--- config.mk ---
export PLATFORM = sky130hd
export DESIGN_NAME = jtag_tap_controller
export DESIGN_NICKNAME = d
export VERILOG_FILES = /design/src/core/jtag_pkg.sv /design/src/core/jtag_link_if.sv /design/src/core/jtag_tap_controller.sv /design/src/core/tap_fsm.sv /design/src/core/pin_config.sv
export SDC_FILE = /design/constraint.sdc
export NUM_CORES = 1
export LEC_CHECK = 0
export BUFFER_PORTS_ARGS = -buffer_cell sky130_fd_sc_hd__buf_2
export CAP_MARGIN = 20
export CORE_MARGIN = 1
export CORE_UTILIZATION = 55
export DETAILED_ROUTE_END_ITERATION = 8
export PLACE_DENSITY = 0.79
export SYNTH_ARGS = -nofsm -noshare
export SYNTH_HDL_FRONTEND = slang
export SYNTH_SLANG_ARGS = --single-unit
--- constraint.sdc ---
create_clock -name ref_clk -period 2.4 [get_ports ref_clk]
set_input_delay 0.12 -clock ref_clk [delete_from_list [all_inputs] [get_ports ref_clk]]
set_output_delay 0.12 -clock ref_clk [all_outputs]
set_load 0.02 [all_outputs]
--- src/core/jtag_pkg.sv ---
// Purpose: Shared constants and types for the test access port block.
// Assumes: One 40 MHz system clock samples the test clock pin.
// Notes:   Pin index 0 is the test clock, 1 mode select, 2 data in, 3 data out.
package jtag_pkg;

  typedef enum logic [3:0] {
    TAP_RESET, TAP_IDLE,
    TAP_SEL_DR, TAP_CAP_DR, TAP_SHIFT_DR, TAP_EXIT1_DR, TAP_PAUSE_DR, TAP_EXIT2_DR, TAP_UPD_DR,
    TAP_SEL_IR, TAP_CAP_IR, TAP_SHIFT_IR, TAP_EXIT1_IR, TAP_PAUSE_IR, TAP_EXIT2_IR, TAP_UPD_IR
  } tapState_t;

  typedef enum logic [1:0] {CH_BYPASS, CH_IDCODE, CH_BSR, CH_CORE} chainSel_t;

  localparam int          IR_W         = 4;
  localparam int          BSR_W        = 8;
  localparam int          PIN_N        = 4;
  localparam int          PMC_W        = 4;

  localparam logic [3:0]  INS_EXTEST   = 4'h0;
  localparam logic [3:0]  INS_INTEST   = 4'h1;
  localparam logic [3:0]  INS_SAMPLE   = 4'h2;
  localparam logic [3:0]  INS_ABORT    = 4'h8;
  localparam logic [3:0]  INS_DPACC    = 4'hA;
  localparam logic [3:0]  INS_APACC    = 4'hB;
  localparam logic [3:0]  INS_IDCODE   = 4'hE;
  localparam logic [3:0]  INS_BYPASS   = 4'hF;
  localparam logic [3:0]  IR_CAPTURE   = 4'h1;

  localparam logic [7:0]  OFS_ALTFN    = 8'h00;
  localparam logic [7:0]  OFS_PUR      = 8'h04;
  localparam logic [7:0]  OFS_PDR      = 8'h08;
  localparam logic [7:0]  OFS_DEN      = 8'h0C;
  localparam logic [7:0]  OFS_LOCK     = 8'h10;
  localparam logic [7:0]  OFS_COMMIT   = 8'h14;
  localparam logic [7:0]  OFS_PCTL     = 8'h18;
  localparam logic [7:0]  OFS_STATUS   = 8'h1C;
  localparam logic [7:0]  OFS_BSR      = 8'h20;

  localparam int          ST_STATE_LSB = 0;
  localparam int          ST_IR_LSB    = 4;
  localparam int          ST_OE_BIT    = 8;
  localparam int          ST_LOCK_BIT  = 9;

  localparam logic [3:0]  ALTFN_RST    = 4'hF;
  localparam logic [3:0]  PUR_RST      = 4'hF;
  localparam logic [3:0]  PDR_RST      = 4'h0;
  localparam logic [3:0]  DEN_RST      = 4'hF;
  localparam logic [3:0]  COMMIT_RST   = 4'h0;
  localparam logic [3:0]  PMC_JTAG     = 4'h3;
  localparam logic [15:0] PCTL_RST     = 16'h3333;
  // Arbitrary unlock key value.
  localparam logic [31:0] LOCK_KEY     = 32'h5A5A_C3C3;

endpackage

--- src/core/jtag_link_if.sv ---
// Purpose: Carries state machine and pin configuration signals inside the block.
// Assumes: All signals live in the ref_clk domain.
// Notes:   The top module holds the user modports.
`timescale 1ns/1ps
interface jtag_link_if;
  import jtag_pkg::*;
  logic                    tckRise;
  logic                    tmsBit;
  tapState_t               state;
  logic                    pinReset;
  logic                    wrEn;
  logic [7:0]              wrAddr;
  logic [31:0]             wrData;
  logic [PIN_N-1:0]        altFn;
  logic [PIN_N-1:0]        pur;
  logic [PIN_N-1:0]        pdr;
  logic [PIN_N-1:0]        den;
  logic [PIN_N-1:0]        commit;
  logic [PIN_N*PMC_W-1:0]  pctl;
  logic                    locked;
  modport fsmSide (input tckRise, input tmsBit, output state);
  modport cfgSide (input pinReset, input wrEn, input wrAddr, input wrData,
                   output altFn, output pur, output pdr, output den,
                   output commit, output pctl, output locked);
endinterface

--- src/core/jtag_tap_controller.sv ---
// Purpose: Test access port with instruction, bypass, identification and boundary chains.
// Assumes: ref_clk is at least eight times the test clock; pins are sampled, not clocked on.
// Notes:   Pin configuration registers sit behind an AHB-Lite slave with no wait states.
//
// Design decisions made here: register access over AHB-Lite and the register offsets.
`timescale 1ns/1ps
// What this block does
// - State advances on the mode-select level sampled at each rising test clock edge.
// - The state decides capture, shift, update and instruction versus data access.
// - The held instruction picks which data chain the data states act on.
// - External and internal test instructions capture and shift only the bypass bit, never the boundary chain.
// - Unimplemented instruction codes decode as bypass so a serial path always exists.
// - Power-on reset clears everything; the external reset restores pin setup only.
// - After reset input pins pull up, no pull down; output pulls up, undriven.
// - A stopped test clock freezes state, chains and held registers; pin setup still takes bus writes.
// - A sampled input bit enters the selected shifting chain, else it is dropped.
// - Serial output follows state, instruction and chain, changing on falling edges.
// - The serial output driver is off whenever no shifting is in progress.
// - Five rising edges with mode-select high reach Test-Logic-Reset from anywhere.
// - Entering Test-Logic-Reset returns all chains and the held instruction and boundary data to defaults.
// - Power-on reset puts the state machine directly into Test-Logic-Reset.
// - Shared pins leave reset assigned to the test function, alternate select set.
// - Mux field encoding three gives a shared pin to the test function.
// - Moving test pins to general use through alternate select needs unlock and commit first; the mux field needs neither.
// - The instruction chain is four bits wide and holds the loaded instruction.
// - Core instructions route the core controller's output except in Shift-IR; others route ours.
// - Chains capture in capture states, shift while shifting, update in update states.
module jtag_tap_controller
  import jtag_pkg::*;
#(
  // Arbitrary identification value.
  parameter logic [31:0] ID_VALUE = 32'h1234_5679
)(
  input  wire logic              ref_clk,
  input  wire logic              rst,
  input  wire logic              extRstN,
  input  wire logic              tckPin,
  input  wire logic              tmsPin,
  input  wire logic              tdiPin,
  input  wire logic              coreTdo,
  input  wire logic [BSR_W-1:0]  bsrIn,
  output logic                   tdoOut,
  output logic                   tdoOe,
  output logic [PIN_N-1:0]       pullUpEn,
  output logic [PIN_N-1:0]       pullDownEn,
  output logic [PIN_N-1:0]       digitalEn,
  output logic [PIN_N-1:0]       pinIsJtag,
  output logic                   coreSelect,
  output logic [BSR_W-1:0]       bsrOut,
  input  wire logic              hsel,
  input  wire logic [31:0]       haddr,
  input  wire logic [1:0]        htrans,
  input  wire logic              hwrite,
  input  wire logic [2:0]        hsize,
  input  wire logic [31:0]       hwdata,
  input  wire logic              hready,
  output logic                   hreadyout,
  output logic                   hresp,
  output logic [31:0]            hrdata
);
  typedef struct packed {
    logic [1:0]       tckSync;
    logic [1:0]       tmsSync;
    logic [1:0]       tdiSync;
    logic [1:0]       rstSync;
    logic             tckLast;
    logic [IR_W-1:0]  irShift;
    logic [IR_W-1:0]  irHold;
    logic             bypassBit;
    logic [31:0]      idShift;
    logic [BSR_W-1:0] bsrShift;
    logic [BSR_W-1:0] bsrHold;
    logic             tdo;
    logic             tdoOe;
    logic             wrPend;
    logic [7:0]       wrAddr;
    logic [31:0]      rdata;
  } ctl_t;

  ctl_t      ctl_r;
  ctl_t      ctl_nxt;
  logic      tckEff;
  logic      tmsEff;
  logic      tdiEff;
  logic      tckRise;
  logic      tckFall;
  chainSel_t chain;
  logic      addrTaken;
  logic [7:0] addrLow;

  jtag_link_if lnk ();

  tap_fsm u_fsm (
    .ref_clk (ref_clk),
    .rst     (rst),
    .lnk     (lnk.fsmSide)
  );

  pin_config u_cfg (
    .ref_clk (ref_clk),
    .rst     (rst),
    .lnk     (lnk.cfgSide)
  );

  function automatic chainSel_t decodeIns(input logic [IR_W-1:0] ins);
    unique case (ins)
      INS_IDCODE:                       decodeIns = CH_IDCODE;
      INS_SAMPLE:                       decodeIns = CH_BSR;
      INS_ABORT, INS_DPACC, INS_APACC:  decodeIns = CH_CORE;
      // Test instructions work on held data, so only the bypass bit moves.
      INS_EXTEST, INS_INTEST:           decodeIns = CH_BYPASS;
      default:                          decodeIns = CH_BYPASS;
    endcase
  endfunction

  // A pin handed to general use reads as its idle pull-up level here.
  always_comb
  begin
    for (int i = 0; i < PIN_N; i++)
    begin
      pinIsJtag[i] = lnk.altFn[i] && (lnk.pctl[i*PMC_W +: PMC_W] == PMC_JTAG);
    end
  end

  assign tckEff  = ctl_r.tckSync[1] | ~pinIsJtag[0];
  assign tmsEff  = ctl_r.tmsSync[1] | ~pinIsJtag[1];
  assign tdiEff  = ctl_r.tdiSync[1] | ~pinIsJtag[2];
  assign tckRise = tckEff & ~ctl_r.tckLast;
  assign tckFall = ~tckEff & ctl_r.tckLast;
  assign chain   = decodeIns(ctl_r.irHold);

  assign addrLow   = haddr[7:0];
  assign addrTaken = hsel && hready && htrans[1];

  assign lnk.tckRise  = tckRise;
  assign lnk.tmsBit   = tmsEff;
  assign lnk.pinReset = ~ctl_r.rstSync[1];
  assign lnk.wrEn     = ctl_r.wrPend;
  assign lnk.wrAddr   = ctl_r.wrAddr;
  assign lnk.wrData   = hwdata;

  always_comb
  begin
    ctl_nxt = ctl_r;
    ctl_nxt.tckSync = {ctl_r.tckSync[0], tckPin};
    ctl_nxt.tmsSync = {ctl_r.tmsSync[0], tmsPin};
    ctl_nxt.tdiSync = {ctl_r.tdiSync[0], tdiPin};
    ctl_nxt.rstSync = {ctl_r.rstSync[0], extRstN};
    ctl_nxt.tckLast = tckEff;
    if (tckRise)
    begin
      unique case (lnk.state)
        // Select-IR with mode high is the only way in, so defaults land on the entering edge
        // and a test clock stopped right after entry still finds them in place.
        TAP_RESET, TAP_SEL_IR:
        begin
          if (lnk.state == TAP_RESET || tmsEff)
          begin
            ctl_nxt.irShift   = IR_CAPTURE;
            ctl_nxt.irHold    = INS_IDCODE;
            ctl_nxt.bypassBit = 1'b0;
            ctl_nxt.idShift   = ID_VALUE;
            ctl_nxt.bsrShift  = '0;
            ctl_nxt.bsrHold   = '0;
          end
        end
        TAP_CAP_IR:   ctl_nxt.irShift = IR_CAPTURE;
        TAP_SHIFT_IR: ctl_nxt.irShift = {tdiEff, ctl_r.irShift[IR_W-1:1]};
        TAP_UPD_IR:   ctl_nxt.irHold = ctl_r.irShift;
        TAP_CAP_DR:
        begin
          unique case (chain)
            CH_BYPASS: ctl_nxt.bypassBit = 1'b0;
            CH_IDCODE: ctl_nxt.idShift = ID_VALUE;
            CH_BSR:    ctl_nxt.bsrShift = bsrIn;
            CH_CORE:   ctl_nxt.bypassBit = ctl_r.bypassBit;
          endcase
        end
        TAP_SHIFT_DR:
        begin
          unique case (chain)
            CH_BYPASS: ctl_nxt.bypassBit = tdiEff;
            CH_IDCODE: ctl_nxt.idShift = {tdiEff, ctl_r.idShift[31:1]};
            CH_BSR:    ctl_nxt.bsrShift = {tdiEff, ctl_r.bsrShift[BSR_W-1:1]};
            CH_CORE:   ctl_nxt.bypassBit = ctl_r.bypassBit;
          endcase
        end
        TAP_UPD_DR:
        begin
          if (chain == CH_BSR)
          begin
            ctl_nxt.bsrHold = ctl_r.bsrShift;
          end
        end
        default:      ctl_nxt.irHold = ctl_r.irHold;
      endcase
    end
    if (tckFall)
    begin
      ctl_nxt.tdoOe = (lnk.state == TAP_SHIFT_IR) || (lnk.state == TAP_SHIFT_DR);
      if (lnk.state == TAP_SHIFT_IR)
      begin
        ctl_nxt.tdo = ctl_r.irShift[0];
      end
      else
      begin
        unique case (chain)
          CH_BYPASS: ctl_nxt.tdo = ctl_r.bypassBit;
          CH_IDCODE: ctl_nxt.tdo = ctl_r.idShift[0];
          CH_BSR:    ctl_nxt.tdo = ctl_r.bsrShift[0];
          CH_CORE:   ctl_nxt.tdo = coreTdo;
        endcase
      end
    end
    // Bus side: register the write for its data phase, read data for the next cycle.
    ctl_nxt.wrPend = addrTaken && hwrite;
    if (addrTaken)
    begin
      ctl_nxt.wrAddr = addrLow;
      ctl_nxt.rdata  = '0;
      if (!hwrite && haddr[31:8] == 24'h0)
      begin
        unique case (addrLow)
          OFS_ALTFN:  ctl_nxt.rdata = 32'(lnk.altFn);
          OFS_PUR:    ctl_nxt.rdata = 32'(lnk.pur);
          OFS_PDR:    ctl_nxt.rdata = 32'(lnk.pdr);
          OFS_DEN:    ctl_nxt.rdata = 32'(lnk.den);
          OFS_LOCK:   ctl_nxt.rdata = 32'(lnk.locked);
          OFS_COMMIT: ctl_nxt.rdata = 32'(lnk.commit);
          OFS_PCTL:   ctl_nxt.rdata = 32'(lnk.pctl);
          OFS_BSR:    ctl_nxt.rdata = 32'(ctl_r.bsrHold);
          OFS_STATUS:
          begin
            ctl_nxt.rdata[ST_STATE_LSB +: 4] = lnk.state;
            ctl_nxt.rdata[ST_IR_LSB +: IR_W] = ctl_r.irHold;
            ctl_nxt.rdata[ST_OE_BIT]         = ctl_r.tdoOe;
            ctl_nxt.rdata[ST_LOCK_BIT]       = lnk.locked;
          end
          default:    ctl_nxt.rdata = '0;
        endcase
      end
    end
  end

  always_ff @(posedge ref_clk)
  begin
    if (rst)
    begin
      ctl_r <= '{tckSync: 2'h3, tmsSync: 2'h3, tdiSync: 2'h3, rstSync: 2'h3, tckLast: 1'b1,
                 irShift: IR_CAPTURE, irHold: INS_IDCODE, bypassBit: 1'b0, idShift: ID_VALUE,
                 bsrShift: '0, bsrHold: '0, tdo: 1'b0, tdoOe: 1'b0, wrPend: 1'b0,
                 wrAddr: 8'h00, rdata: 32'h0000_0000};
    end
    else
    begin
      ctl_r <= ctl_nxt;
    end
  end

  assign tdoOut     = ctl_r.tdo;
  assign tdoOe      = ctl_r.tdoOe & pinIsJtag[3];
  assign pullUpEn   = lnk.pur;
  assign pullDownEn = lnk.pdr;
  assign digitalEn  = lnk.den;
  assign coreSelect = (chain == CH_CORE);
  assign bsrOut     = ctl_r.bsrHold;
  assign hreadyout  = 1'b1;
  assign hresp      = 1'b0;
  assign hrdata     = ctl_r.rdata;

  // Counts rising edges seen with mode select high; used only by a check below.
  logic [2:0] onesCnt;
  always_ff @(posedge ref_clk)
  begin
    if (rst)
    begin
      onesCnt <= 3'h0;
    end
    else if (tckRise)
    begin
      onesCnt <= tmsEff ? ((onesCnt == 3'h5) ? 3'h5 : onesCnt + 3'h1) : 3'h0;
    end
  end
endmodule // jtag_tap_controller

--- src/core/tap_fsm.sv ---
// Purpose: Sixteen state test access port sequencer.
// Assumes: tckRise is a one cycle pulse per test clock rising edge.
// Notes:   Advances only on tckRise, so a stopped test clock freezes it.
`timescale 1ns/1ps
module tap_fsm
  import jtag_pkg::*;
(
  input wire logic     ref_clk,
  input wire logic     rst,
  jtag_link_if.fsmSide lnk
);
  typedef struct packed {
    tapState_t st;
  } fsm_t;

  fsm_t fsm_r;
  fsm_t fsm_nxt;

  function automatic tapState_t tapNext(input tapState_t s, input logic tms);
    unique case (s)
      TAP_RESET:    tapNext = tms ? TAP_RESET    : TAP_IDLE;
      TAP_IDLE:     tapNext = tms ? TAP_SEL_DR   : TAP_IDLE;
      TAP_SEL_DR:   tapNext = tms ? TAP_SEL_IR   : TAP_CAP_DR;
      TAP_CAP_DR:   tapNext = tms ? TAP_EXIT1_DR : TAP_SHIFT_DR;
      TAP_SHIFT_DR: tapNext = tms ? TAP_EXIT1_DR : TAP_SHIFT_DR;
      TAP_EXIT1_DR: tapNext = tms ? TAP_UPD_DR   : TAP_PAUSE_DR;
      TAP_PAUSE_DR: tapNext = tms ? TAP_EXIT2_DR : TAP_PAUSE_DR;
      TAP_EXIT2_DR: tapNext = tms ? TAP_UPD_DR   : TAP_SHIFT_DR;
      TAP_UPD_DR:   tapNext = tms ? TAP_SEL_DR   : TAP_IDLE;
      TAP_SEL_IR:   tapNext = tms ? TAP_RESET    : TAP_CAP_IR;
      TAP_CAP_IR:   tapNext = tms ? TAP_EXIT1_IR : TAP_SHIFT_IR;
      TAP_SHIFT_IR: tapNext = tms ? TAP_EXIT1_IR : TAP_SHIFT_IR;
      TAP_EXIT1_IR: tapNext = tms ? TAP_UPD_IR   : TAP_PAUSE_IR;
      TAP_PAUSE_IR: tapNext = tms ? TAP_EXIT2_IR : TAP_PAUSE_IR;
      TAP_EXIT2_IR: tapNext = tms ? TAP_UPD_IR   : TAP_SHIFT_IR;
      TAP_UPD_IR:   tapNext = tms ? TAP_SEL_DR   : TAP_IDLE;
    endcase
  endfunction

  always_comb
  begin
    fsm_nxt = fsm_r;
    if (lnk.tckRise)
    begin
      fsm_nxt.st = tapNext(fsm_r.st, lnk.tmsBit);
    end
  end

  always_ff @(posedge ref_clk)
  begin
    if (rst)
    begin
      fsm_r <= '{st: TAP_RESET};
    end
    else
    begin
      fsm_r <= fsm_nxt;
    end
  end

  assign lnk.state = fsm_r.st;

endmodule // tap_fsm

--- src/core/pin_config.sv ---
// Purpose: Pin function, pull and commit protection registers for the four test pins.
// Assumes: Writes arrive as one cycle strobes from the bus slave.
// Notes:   Alternate select, pulls and digital enable only change on committed bits; the mux field is unguarded.
`timescale 1ns/1ps
module pin_config
  import jtag_pkg::*;
(
  input wire logic     ref_clk,
  input wire logic     rst,
  jtag_link_if.cfgSide lnk
);
  typedef struct packed {
    logic [PIN_N-1:0]       altFn;
    logic [PIN_N-1:0]       pur;
    logic [PIN_N-1:0]       pdr;
    logic [PIN_N-1:0]       den;
    logic [PIN_N-1:0]       commit;
    logic [PIN_N*PMC_W-1:0] pctl;
    logic                   locked;
  } cfg_t;

  cfg_t cfg_r;
  cfg_t cfg_nxt;

  // Only committed bits take the new value; the rest keep their old value.
  function automatic logic [PIN_N-1:0] guarded(input logic [PIN_N-1:0] old,
                                               input logic [PIN_N-1:0] val,
                                               input logic [PIN_N-1:0] mask);
    guarded = (old & ~mask) | (val & mask);
  endfunction

  always_comb
  begin
    cfg_nxt = cfg_r;
    if (lnk.wrEn)
    begin
      unique case (lnk.wrAddr)
        OFS_ALTFN:  cfg_nxt.altFn = guarded(cfg_r.altFn, lnk.wrData[3:0], cfg_r.commit);
        OFS_PUR:    cfg_nxt.pur = guarded(cfg_r.pur, lnk.wrData[3:0], cfg_r.commit);
        OFS_PDR:    cfg_nxt.pdr = guarded(cfg_r.pdr, lnk.wrData[3:0], cfg_r.commit);
        OFS_DEN:    cfg_nxt.den = guarded(cfg_r.den, lnk.wrData[3:0], cfg_r.commit);
        OFS_LOCK:   cfg_nxt.locked = (lnk.wrData != LOCK_KEY);
        OFS_COMMIT: cfg_nxt.commit = cfg_r.locked ? cfg_r.commit : lnk.wrData[3:0];
        OFS_PCTL:   cfg_nxt.pctl = lnk.wrData[15:0];
        default:    cfg_nxt = cfg_r;
      endcase
    end
  end

  always_ff @(posedge ref_clk)
  begin
    if (rst || lnk.pinReset)
    begin
      cfg_r <= '{altFn: ALTFN_RST, pur: PUR_RST, pdr: PDR_RST, den: DEN_RST,
                 commit: COMMIT_RST, pctl: PCTL_RST, locked: 1'b1};
    end
    else
    begin
      cfg_r <= cfg_nxt;
    end
  end

  assign lnk.altFn  = cfg_r.altFn;
  assign lnk.pur    = cfg_r.pur;
  assign lnk.pdr    = cfg_r.pdr;
  assign lnk.den    = cfg_r.den;
  assign lnk.commit = cfg_r.commit;
  assign lnk.pctl   = cfg_r.pctl;
  assign lnk.locked = cfg_r.locked;

endmodule // pin_config

== Word level (Yosys, flattened, before mapping) ==
Index checks and enable logic that the tools add are counted.

* Equality and inequality tests: 50
* Muxes and demuxes: 31
* Bitwise logic cells: 23
* Reduce and logical (&&, ||, !) cells: 39

{| class="wikitable"
|+ Operators with widths
! cell !! count
|-
| 41-bit one-hot mux with 3 select lines || 1
|-
| 10-bit one-hot mux with 9 select lines || 1
|-
| 32-bit two-way mux || 2
|-
| 57-bit two-way mux || 1
|-
| 8-bit by 5-bit == test with 1-bit output (second input constant) || 7
|-
| 4-bit == test (second input constant) || 12
|-
| 4-bit one-hot mux with 12 select lines || 1
|-
| 8-bit by 4-bit == test with 1-bit output (second input constant) || 4
|-
| 32-bit by 31-bit inequality test with 1-bit output (second input constant) || 1
|-
| 4-bit by 2-bit == test with 1-bit output (second input constant) || 7
|-
| 24-bit logical NOT || 1
|-
| 8-bit two-way mux || 3
|-
| 4-bit bitwise AND || 5
|-
| 4-bit by 3-bit == test with 1-bit output (second input constant) || 4
|-
| 8-bit by 3-bit == test with 1-bit output (second input constant) || 2
|-
| 8-bit logical NOT || 2
|-
| 16-bit two-way mux || 1
|-
| 4-bit two-way mux || 4
|-
| 4-bit bitwise OR || 4
|-
| 8-bit one-hot mux with 2 select lines || 1
|-
| 5-bit AND reduction || 3
|-
| 2-bit inequality test (second input constant) || 6
|-
| 4-bit one-hot mux with 3 select lines || 1
|-
| 2-bit AND reduction || 6
|-
| 27 further kinds || 63
|}

* Flip-flop bits (word level): 150
* Output and inout port bits: 61

== Logic depth before layout (Yosys ltp) ==
Gate-level depths: netlist of run 1.

* Depth after elaboration: 7
* Gate-level depth with buffers: 8
* Mapped depth without buffers: 5

== Hierarchy ==
A second synthesis of run 1 with hierarchy kept.

* Cells, all modules: 777
* Area total of the unflattened synthesis: 6740.2 um2

{| class="wikitable"
|+ By module, submodules not included
! module !! times used !! cells each !! area an instance (um2) !! sequential area each (um2)
|-
| jtag_tap_controller || 1 || 547 || 4744.6 || 1861.8
|-
| pin_config || 1 || 187 || 1635.3 || 740.7
|-
| tap_fsm || 1 || 43 || 360.3 || 80.1
|}

== Worst setup path after synthesis of run 1 ==
Ideal clock, no wire load.

* Path type: register to register
* From: register ctl_r[94] in the netlist's numbering
* To: register ctl_r[58] in the netlist's numbering
* Setup time: 79 ps
* Arrival: 1651 ps
* Data required time: 2321 ps
* Path slack: 670 ps
* Cell stages (with the launch flop): 8
* Buffers on the path: 2
* Period minus slack after synthesis: 1730 ps
* Cell sequence: dfxtp_1 > buf_2 > nor4b_4 > nand2_1 > a221oi_4 > buf_6 > nor2_1 > a211oi_2

* Word-level cells in the longest chain between the ends: 6

{| class="wikitable"
|+ RTL lines
! what !! line !! RTL
|-
| start, declared || jtag_tap_controller.sv:80 || <nowiki>ctl_t ctl_r;</nowiki>
|-
| start signal, assigned || jtag_tap_controller.sv:249 || <nowiki>ctl_r <= '{tckSync: 2'h3, tmsSync: 2'h3, tdiSync: 2'h3, rstSync: 2'h3, tckLast: 1'b1,</nowiki>
|-
| start signal, assigned || jtag_tap_controller.sv:256 || <nowiki>ctl_r <= ctl_nxt;</nowiki>
|-
| 4-bit == test || jtag_tap_controller.sv:106 || <nowiki>unique case (ins)</nowiki>
|-
| 3-bit OR reduction || jtag_tap_controller.sv:106 ||
|-
| 2-bit one-hot mux with 3 select lines * || jtag_tap_controller.sv:106 ||
|-
| 2-bit == test * || jtag_tap_controller.sv:172, jtag_tap_controller.sv:181 ||
|-
| 2-bit inequality test (no line) || - ||
|-
| 5-bit AND reduction (no line) * || - ||
|}

Mark *: on every way between the ends. The rest lies on a longest branch, timed or not.
A chain may end at the register's enable or synchronous reset.

== Final worst setup path of run 1 ==
* From: register u_fsm.fsm_r, in the netlist u_fsm.lnk.state[1]
* To: register ctl_r[61] in the netlist's numbering

* Word-level cells in the longest chain between the ends: 4

{| class="wikitable"
|+ RTL lines
! what !! line !! RTL
|-
| start, declared || tap_fsm.sv:16 || <nowiki>fsm_t fsm_r;</nowiki>
|-
| start signal, assigned || tap_fsm.sv:53 || <nowiki>fsm_r <= '{st: TAP_RESET};</nowiki>
|-
| start signal, assigned || tap_fsm.sv:57 || <nowiki>fsm_r <= fsm_nxt;</nowiki>
|-
| 4-bit == test or 4-bit logical NOT (tied branches) || jtag_tap_controller.sv:152, jtag_tap_controller.sv:157 ||
|-
| 2-bit OR reduction or 1-bit logical OR (tied branches) || jtag_tap_controller.sv:152, jtag_tap_controller.sv:157 ||
|-
| 2-bit inequality test (no line) or 3-bit nonzero test (tied branches) || - ||
|-
| 5-bit AND reduction (no line) || - ||
|}

Several ways; a longest one is shown, not always the timed one.

==> impl_metrics.xml, run 1 <==
<?xml version="1.0" encoding="UTF-8"?>
<metrics>
  <group name="timing">
    <metric name="timing.final.crit_period" unit="ns">2.19</metric>
    <metric name="tightestPinTransition" unit="ns">0.734</metric>
    <metric name="final.setup_skew" unit="ns">0.00673</metric>
    <metric name="slew_viol_final" unit="">0</metric>
    <metric name="max_freq" unit="GHz">0.456</metric>
    <metric name="finalHoldViolCount" unit="">0</metric>
    <metric name="slew-limit-headroom" unit="%">50.6</metric>
    <metric name="grt_setup_unrepaired" unit="">no</metric>
    <metric name="setup-violations-final" unit="">0</metric>
    <metric name="post_route_clock_period_utilization" unit="%">91.3</metric>
  </group>
  <group name="floorplan">
    <metric name="core_area" unit="um^2">11700</metric>
    <metric name="top_level_ports" unit="">148</metric>
    <metric name="die_y" unit="um">113</metric>
    <metric name="start_util" unit="%">57.6</metric>
    <metric name="row_count" unit="">39</metric>
    <metric name="die_width" unit="um">113</metric>
    <metric name="design.die.area" unit="um^2">12700</metric>
  </group>
  <group name="logic_synthesis">
    <metric name="synthesis.yosys.warnings" unit="">0</metric>
    <metric name="number_of_synthesized_register_bits" unit="">134</metric>
    <metric name="postSynth.asyncResetShare" unit="%">0</metric>
    <metric name="number_of_enable_flip_flop_cells_after_synthesis" unit="">0</metric>
    <metric name="synth-seq-area-share" unit="%">39.9</metric>
    <metric name="synth.cell_area" unit="um^2">6720</metric>
    <metric name="synth.avg_cell_area" unit="um^2">8.34</metric>
    <metric name="postSynthCellCount" unit="">805</metric>
    <metric name="netlist-cell-type-count" unit="">73</metric>
    <metric name="flip_flop_cell_with_the_highest_count_after_synthesis" unit="">sky130_fd_sc_hd__dfxtp_1</metric>
  </group>
  <group name="drt">
    <metric name="drtIter0Drc" unit="">490</metric>
    <metric name="post_drt_wl_per_cell" unit="um">16.5</metric>
    <metric name="via_per_inst" unit="">5.88</metric>
    <metric name="drc_errors" unit="">0</metric>
    <metric name="drt-total-wl" unit="mm">17.7</metric>
    <metric name="vias" unit="">6311</metric>
    <metric name="antenna_viol_nets_final" unit="">0</metric>
    <metric name="detail_route.first_pass.iterations" unit="">5</metric>
  </group>
  <group name="layout">
    <metric name="final_cells" unit="">1074</metric>
    <metric name="nets" unit="">1006</metric>
    <metric name="num-fill-cells" unit="">934</metric>
    <metric name="layout-drive-gt1-share" unit="%">24.4</metric>
    <metric name="synthToLayoutAreaGrowth" unit="%">20.7</metric>
    <metric name="mostFrequentLayoutCells" unit="">134 x sky130_fd_sc_hd__dfxtp_1, 125 x sky130_fd_sc_hd__buf_2, 118 x sky130_fd_sc_hd__nand2_1, 69 x sky130_fd_sc_hd__nor2_1, 52 x sky130_fd_sc_hd__a21oi_1</metric>
    <metric name="n_antenna_cell" unit="">0</metric>
    <metric name="most_common_cell_after_layout_fill_and_taps_aside" unit="">sky130_fd_sc_hd__dfxtp_1</metric>
    <metric name="design_area" unit="um^2">8110</metric>
  </group>
  <group name="status">
    <metric name="run_status" unit="">completed</metric>
  </group>
  <group name="place">
    <metric name="dp.cells" unit="">1019</metric>
    <metric name="dp_hpwl" unit="mm">11.8</metric>
    <metric name="placed_cell_area" unit="um^2">7220</metric>
    <metric name="port-buffer-count" unit="">125</metric>
    <metric name="globalplace.congestion" unit="">0.873</metric>
  </group>
  <group name="setup_path">
    <metric name="timing.critical_path.buf_inv" unit="">2</metric>
    <metric name="timing.critical_path.cells" unit="">buf_4 -&gt; nor2b_1 -&gt; a31oi_1 -&gt; o211ai_2 -&gt; buf_4 -&gt; nand2_1 -&gt; o41ai_1</metric>
    <metric name="worstPathRequired" unit="ns">2.71</metric>
    <metric name="cpPeakStageDelay" unit="ns">0.38</metric>
    <metric name="arrival" unit="ns">2.51</metric>
    <metric name="cp_top_family" unit="">compound AO/OA/AOI/OAI gates</metric>
    <metric name="setup.worst_path.start_class" unit="">flip-flop</metric>
    <metric name="r2r_start" unit="">u_fsm.lnk.state[1]</metric>
    <metric name="cp_max_fo" unit="">21</metric>
    <metric name="most_used_cell_cp" unit="">sky130_fd_sc_hd__buf_4</metric>
    <metric name="criticalPathCategory" unit="">reg -&gt; reg</metric>
    <metric name="type_of_element_capturing_the_critical_path" unit="">flip-flop</metric>
    <metric name="cp-startpoint" unit="">u_fsm.lnk.state[1]</metric>
    <metric name="timing.critical_path.slowest_stage_cell" unit="">sky130_fd_sc_hd__o41ai_1</metric>
  </group>
  <group name="global_routing">
    <metric name="largest_net_degree_at_the_start_of_global_routing" unit="">77</metric>
    <metric name="grt_pass1_wl" unit="mm">28.4</metric>
    <metric name="globalRoute.totalOverflow" unit="">0</metric>
    <metric name="grt_pass1_vias" unit="">5760</metric>
    <metric name="global_route.usage.total" unit="%">28.8</metric>
    <metric name="antenna_found_initial" unit="">0</metric>
  </group>
  <group name="clock_tree">
    <metric name="cts_buffer_depth" unit="">2</metric>
    <metric name="clk_root_buffer_cell" unit="">sky130_fd_sc_hd__clkbuf_16</metric>
    <metric name="post-cts-setup-buffers" unit="">0</metric>
    <metric name="tritoncts.num_buffers" unit="">17</metric>
    <metric name="insertion_delay" unit="ns">0.43</metric>
    <metric name="h-tree-depth" unit="">4</metric>
    <metric name="cts_tree" unit="">done</metric>
    <metric name="cts.sink_count" unit="">134</metric>
    <metric name="clk_transition_reported_paths" unit="ns">0.06</metric>
  </group>
  <group name="min_path">
    <metric name="worstHoldStart" unit="">hwdata[0]</metric>
    <metric name="hp-class" unit="">in -&gt; reg</metric>
  </group>
  <group name="pwr">
    <metric name="power_per_cell_area" unit="nW/um^2">665</metric>
    <metric name="static-leakage-power" unit="nW">3.39</metric>
    <metric name="peakVddDrop" unit="V">0.000467</metric>
  </group>
  <group name="flow_run">
    <metric name="timing.max_cap.violations" unit="">0</metric>
  </group>
</metrics>
[worst reg2reg max path: stages (launching register included)]
cell and delay [ns]:
sky130_fd_sc_hd__dfxtp_1 0.34, sky130_fd_sc_hd__buf_4 0.25, sky130_fd_sc_hd__nor2b_1 0.22, sky130_fd_sc_hd__a31oi_1 0.15
sky130_fd_sc_hd__o211ai_2 0.19, sky130_fd_sc_hd__buf_4 0.24, sky130_fd_sc_hd__nand2_1 0.30, sky130_fd_sc_hd__o41ai_1 0.38
[per-layer routing]
metal | global-route usage (%) | up-vias | part of all wire (%)
li1 | - | 3069 | -
met1 | 36.1 | 2893 | 43
met2 | 47.2 | 305 | 47
met3 | 7.67 | 44 | 7.6
met4 | 11.0 | 0 | 2.3
met5 | 0 | - | 0
[Yosys cell counts (7+ instances only)]
| cell type | n | area share (%) |
|---|---|---|
| sky130_fd_sc_hd__nand3_1 | 33 | 2.5 |
| sky130_fd_sc_hd__a22oi_1 | 15 | 1.7 |
| sky130_fd_sc_hd__clkbuf_1 | 30 | 1.7 |
| sky130_fd_sc_hd__a21oi_1 | 52 | 3.9 |
| sky130_fd_sc_hd__buf_2 | 12 | 0.89 |
| sky130_fd_sc_hd__buf_4 | 44 | 4.9 |
| sky130_fd_sc_hd__a211oi_1 | 15 | 1.7 |
| sky130_fd_sc_hd__mux2i_1 | 34 | 5.1 |
| sky130_fd_sc_hd__a31oi_1 | 9 | 0.84 |
| sky130_fd_sc_hd__nor4_1 | 11 | 1.0 |
| sky130_fd_sc_hd__nand2_1 | 118 | 6.6 |
| sky130_fd_sc_hd__and3_1 | 8 | 0.75 |
| sky130_fd_sc_hd__nand4_1 | 9 | 0.84 |
| sky130_fd_sc_hd__nor2_1 | 69 | 3.9 |
| sky130_fd_sc_hd__dfxtp_1 | 134 | 40 |
| sky130_fd_sc_hd__o21ai_0 | 35 | 2.6 |
| sky130_fd_sc_hd__inv_1 | 9 | 0.50 |
| sky130_fd_sc_hd__or2_2 | 10 | 0.93 |
| sky130_fd_sc_hd__nor3_1 | 28 | 2.1 |
| sky130_fd_sc_hd__nor2b_1 | 13 | 1.2 |
| sky130_fd_sc_hd__nand4b_1 | 7 | 0.91 |
[layout make-up]
| cell class | count | area (um^2) | share of cell area [%] |
|---|---|---|---|
| Clock inverter | 8 | 145 | 1.79 |
| Sequential cell | 134 | 2680 | 33.1 |
| Clock buffer | 23 | 488 | 6.02 |
| Timing Repair Buffer | 175 | 1070 | 13.2 |
| Multi-Input combinational cell | 582 | 3500 | 43.2 |
| Inverter | 9 | 33.8 | 0.417 |
| Tap cell | 143 | 179 | 2.21 |
[kinds of logic (layout without fill, tap and decap cells)]
| logic type | count (synthesis) | count (layout) | share of synthesized area, % |
|---|---|---|---|
| XOR/XNOR | 1 | 1 | 0.130 |
| other | 2 | 18 | 0.112 |
| AND/OR/NAND/NOR | 346 | 346 | 26.4 |
| flip-flops | 134 | 134 | 39.9 |
| AO/OA/AOI/OAI | 175 | 175 | 17.7 |
| buffers and inverters | 105 | 215 | 9.00 |
| multiplexers | 42 | 42 | 6.74 |
[worst paths after layout]
check / slack, ns / end / depth (start not counted)
min reg2reg: 0.41 / ctl_r[106] / 1
max: 0.21 / ctl_r[61] / 7
max reg2reg: 0.21 / ctl_r[61] / 7
min: 0.03 / flip-flop / 3
[per-stage QoR]
step / hold slack [ns] / TNS (ns) / util [%] / power, mW / worst slack, ns
floorplan: 0.224 / 0 / - / 2.51 / 0.670
global route: 0.0259 / 0 / 69.5 / 5.56 / 0.0259
global placement: 0.304 / 0 / 61.9 / 2.62 / 0.0605
CTS: 0.00929 / 0 / 69.5 / 5.43 / 0.0936
finish: 0.0325 / 0 / 69.5 / 5.39 / 0.208
detailed placement: 0.304 / -0.228 / 61.9 / 2.62 / -0.0385
[power by group]
part	internal, mW	total (mW)	switching [mW]
clock	1.84	2.78	0.940
sequential	2.24	2.26	0.0135
combinational	0.142	0.352	0.210
total	4.22	5.39	1.16
[timing repair]
item	in CTS	in global routing
gates cloned	0	0
hold buffers	24	0
gates resized for setup	1	1
setup endpoints to repair	7	26
hold endpoints to repair	25	0
Note: power is estimated with default switching activity, not from simulation.
==> inputs of run 2 (changes only) <==
Settings changed: CORE_MARGIN 1 to unset, CORE_UTILIZATION 55 to 59, HOLD_SLACK_MARGIN set to 0.1, PLACE_DENSITY 0.79 to 0.84.
Clock period 2.4 ns to 2.6 ns, I/O delays scaled along.
==> impl_metrics.xml, run 2 (synthesis results as in run 1) <==
<?xml version="1.0" encoding="UTF-8"?>
<metrics>
  <group name="status">
    <metric name="run_status" unit="">completed</metric>
  </group>
  <group name="min_path">
    <metric name="hp-class" unit="">in -&gt; reg</metric>
  </group>
  <group name="layout">
    <metric name="num-fill-cells" unit="">834</metric>
    <metric name="layout-drive-gt1-share" unit="%">23.7</metric>
    <metric name="ff_latch_area" unit="um^2">2680</metric>
    <metric name="final_core_density" unit="%">73.4</metric>
    <metric name="nets" unit="">1012</metric>
    <metric name="mostFrequentLayoutCells" unit="">134 x sky130_fd_sc_hd__dfxtp_1, 125 x sky130_fd_sc_hd__buf_2, 118 x sky130_fd_sc_hd__nand2_1, 69 x sky130_fd_sc_hd__nor2_1, 52 x sky130_fd_sc_hd__a21oi_1</metric>
    <metric name="n_antenna_cell" unit="">0</metric>
    <metric name="most_common_cell_after_layout_fill_and_taps_aside" unit="">sky130_fd_sc_hd__dfxtp_1</metric>
    <metric name="multi_input_logic_area" unit="um^2">3490</metric>
    <metric name="synthToLayoutAreaGrowth" unit="%">20.0</metric>
  </group>
  <group name="setup_path">
    <metric name="worstPathRequired" unit="ns">2.93</metric>
    <metric name="setup.worst_path.start_class" unit="">flip-flop</metric>
    <metric name="arrival" unit="ns">2.58</metric>
    <metric name="type_of_element_capturing_the_critical_path" unit="">flip-flop</metric>
    <metric name="cp_max_fo" unit="">18</metric>
    <metric name="criticalPathCategory" unit="">reg -&gt; reg</metric>
    <metric name="reg2reg_slack" unit="ns">0.35</metric>
  </group>
  <group name="clock_tree">
    <metric name="clk_root_buffer_cell" unit="">sky130_fd_sc_hd__clkbuf_16</metric>
    <metric name="tritoncts.num_buffers" unit="">17</metric>
    <metric name="cts.sink_count" unit="">134</metric>
    <metric name="post-cts-setup-buffers" unit="">0</metric>
    <metric name="cts-resized-gates" unit="">0</metric>
    <metric name="cts_tree" unit="">done</metric>
    <metric name="cts_buffer_depth" unit="">2</metric>
    <metric name="post_cts_hold_buffer_count" unit="">30</metric>
    <metric name="insertion_delay" unit="ns">0.42</metric>
    <metric name="clk_transition_reported_paths" unit="ns">0.05</metric>
    <metric name="h-tree-depth" unit="">4</metric>
  </group>
  <group name="pwr">
    <metric name="power.switching_fraction" unit="%">22.3</metric>
    <metric name="power_frac_seq" unit="%">44.9</metric>
    <metric name="power_per_cell_area" unit="nW/um^2">576</metric>
    <metric name="clkPwrFrac" unit="%">47.9</metric>
    <metric name="power.internal" unit="mW">3.61</metric>
    <metric name="combPwrFrac" unit="%">7.1</metric>
    <metric name="switching_power" unit="mW">1.03</metric>
    <metric name="static-leakage-power" unit="nW">3.38</metric>
    <metric name="peakVddDrop" unit="V">0.000495</metric>
  </group>
  <group name="drt">
    <metric name="via_per_inst" unit="">6.00</metric>
    <metric name="post_drt_wl_per_cell" unit="um">16.6</metric>
    <metric name="drc_errors" unit="">0</metric>
    <metric name="antenna_viol_nets_final" unit="">0</metric>
    <metric name="detail_route.first_pass.iterations" unit="">5</metric>
    <metric name="drt-total-wl" unit="mm">17.8</metric>
    <metric name="vias" unit="">6459</metric>
    <metric name="drtIter0Drc" unit="">563</metric>
  </group>
  <group name="timing">
    <metric name="max_freq" unit="GHz">0.445</metric>
    <metric name="slew_viol_final" unit="">0</metric>
    <metric name="final.setup_skew" unit="ns">0.00824</metric>
    <metric name="grt_setup_unrepaired" unit="">no</metric>
    <metric name="slew-limit-headroom" unit="%">46.3</metric>
    <metric name="post_route_clock_period_utilization" unit="%">86.4</metric>
    <metric name="tightestPinTransition" unit="ns">0.806</metric>
    <metric name="setup-violations-final" unit="">0</metric>
    <metric name="finalHoldViolCount" unit="">0</metric>
    <metric name="tns" unit="ns">0</metric>
    <metric name="timing.final.crit_period" unit="ns">2.25</metric>
  </group>
  <group name="floorplan">
    <metric name="die_width" unit="um">109</metric>
    <metric name="core_area" unit="um^2">11000</metric>
    <metric name="die_y" unit="um">109</metric>
    <metric name="design.die.area" unit="um^2">11800</metric>
    <metric name="row_count" unit="">38</metric>
    <metric name="start_util" unit="%">61.2</metric>
    <metric name="top_level_ports" unit="">148</metric>
  </group>
  <group name="place">
    <metric name="globalplace.congestion" unit="">0.849</metric>
    <metric name="dp_hpwl" unit="mm">11.7</metric>
    <metric name="port-buffer-count" unit="">125</metric>
  </group>
  <group name="global_routing">
    <metric name="largest_net_degree_at_the_start_of_global_routing" unit="">77</metric>
    <metric name="antenna_found_initial" unit="">0</metric>
    <metric name="grt_pass1_wl" unit="mm">28.4</metric>
    <metric name="grt_pass1_vias" unit="">5860</metric>
    <metric name="global_route.usage.total" unit="%">31.0</metric>
    <metric name="globalRoute.totalOverflow" unit="">0</metric>
  </group>
  <group name="flow_run">
    <metric name="timing.max_cap.violations" unit="">0</metric>
  </group>
</metrics>
## run 2: changes by cell type in the layout (fill, tap and decap cells not counted), sizes merged
cell         before  now
bufinv            4    1
dlygate4sd3      24   30
clkinvlp          2    0
clkinv            2    3
clkbuf           23   26
## run 2: cell type report
cell class | instances | area share, %
clock inverter | 4 | 0.559
inverter | 9 | 0.419
clock buffer | 26 | 6.19
multi-input combinational | 582 | 43.3
timing repair buffer | 181 | 14.1
tap | 140 | 2.17
sequential | 134 | 33.3
## run 2: power groups by stage
stage / combinational [mW] / sequential [mW] / clock, mW
after floorplan: 0.191 / 2.12 / 0
after global placement: 0.283 / 2.13 / 0
after detailed placement: 0.287 / 2.13 / 0
after CTS: 0.323 / 2.09 / 2.23
after global routing: 0.357 / 2.09 / 2.34
final: 0.330 / 2.09 / 2.23
## run 2: path summary, 6_finish.rpt
check                                         from    endpoint  cells after the start
worst max-delay path            u_fsm.lnk.state[1]   ctl_r[54]                      7
worst min register to register        ctl_nxt[104]  ctl_r[104]                      1
worst max register to register  u_fsm.lnk.state[1]   ctl_r[54]                      7
worst min-delay path                      bsrIn[7]   ctl_r[58]                      3
## run 2: worst max-delay path, cell delays in order (launching register included)
cell and delay [ns]:
sky130_fd_sc_hd__dfxtp_1 0.48, sky130_fd_sc_hd__nor4bb_1 0.62, sky130_fd_sc_hd__buf_4 0.26, sky130_fd_sc_hd__a211oi_2 0.07, sky130_fd_sc_hd__a221oi_4 0.22, sky130_fd_sc_hd__buf_4 0.24, sky130_fd_sc_hd__nor2_1 0.06, sky130_fd_sc_hd__a211oi_1 0.20
## run 2: through the flow
stage	hold WS [ns]	total power, mW	setup WS (ns)	instance area [um^2]	std cells
finish	0.105	4.64	0.355	8060	1076
floorplan	0.234	2.32	0.870	6780	821
global route	0.132	4.79	0.0976	8060	1076
global placement	0.313	2.41	0.457	7220	1016
detailed placement	0.316	2.42	0.355	7220	1016
CTS	0.101	4.64	0.369	8060	1076
## run 2: layer usage
layer / global-route usage [%] / routed length [um]
met5: 0 / 0
met4: 13.2 / 434
met3: 6.28 / 1440
met2: 50.9 / 8560
met1: 39.6 / 7380
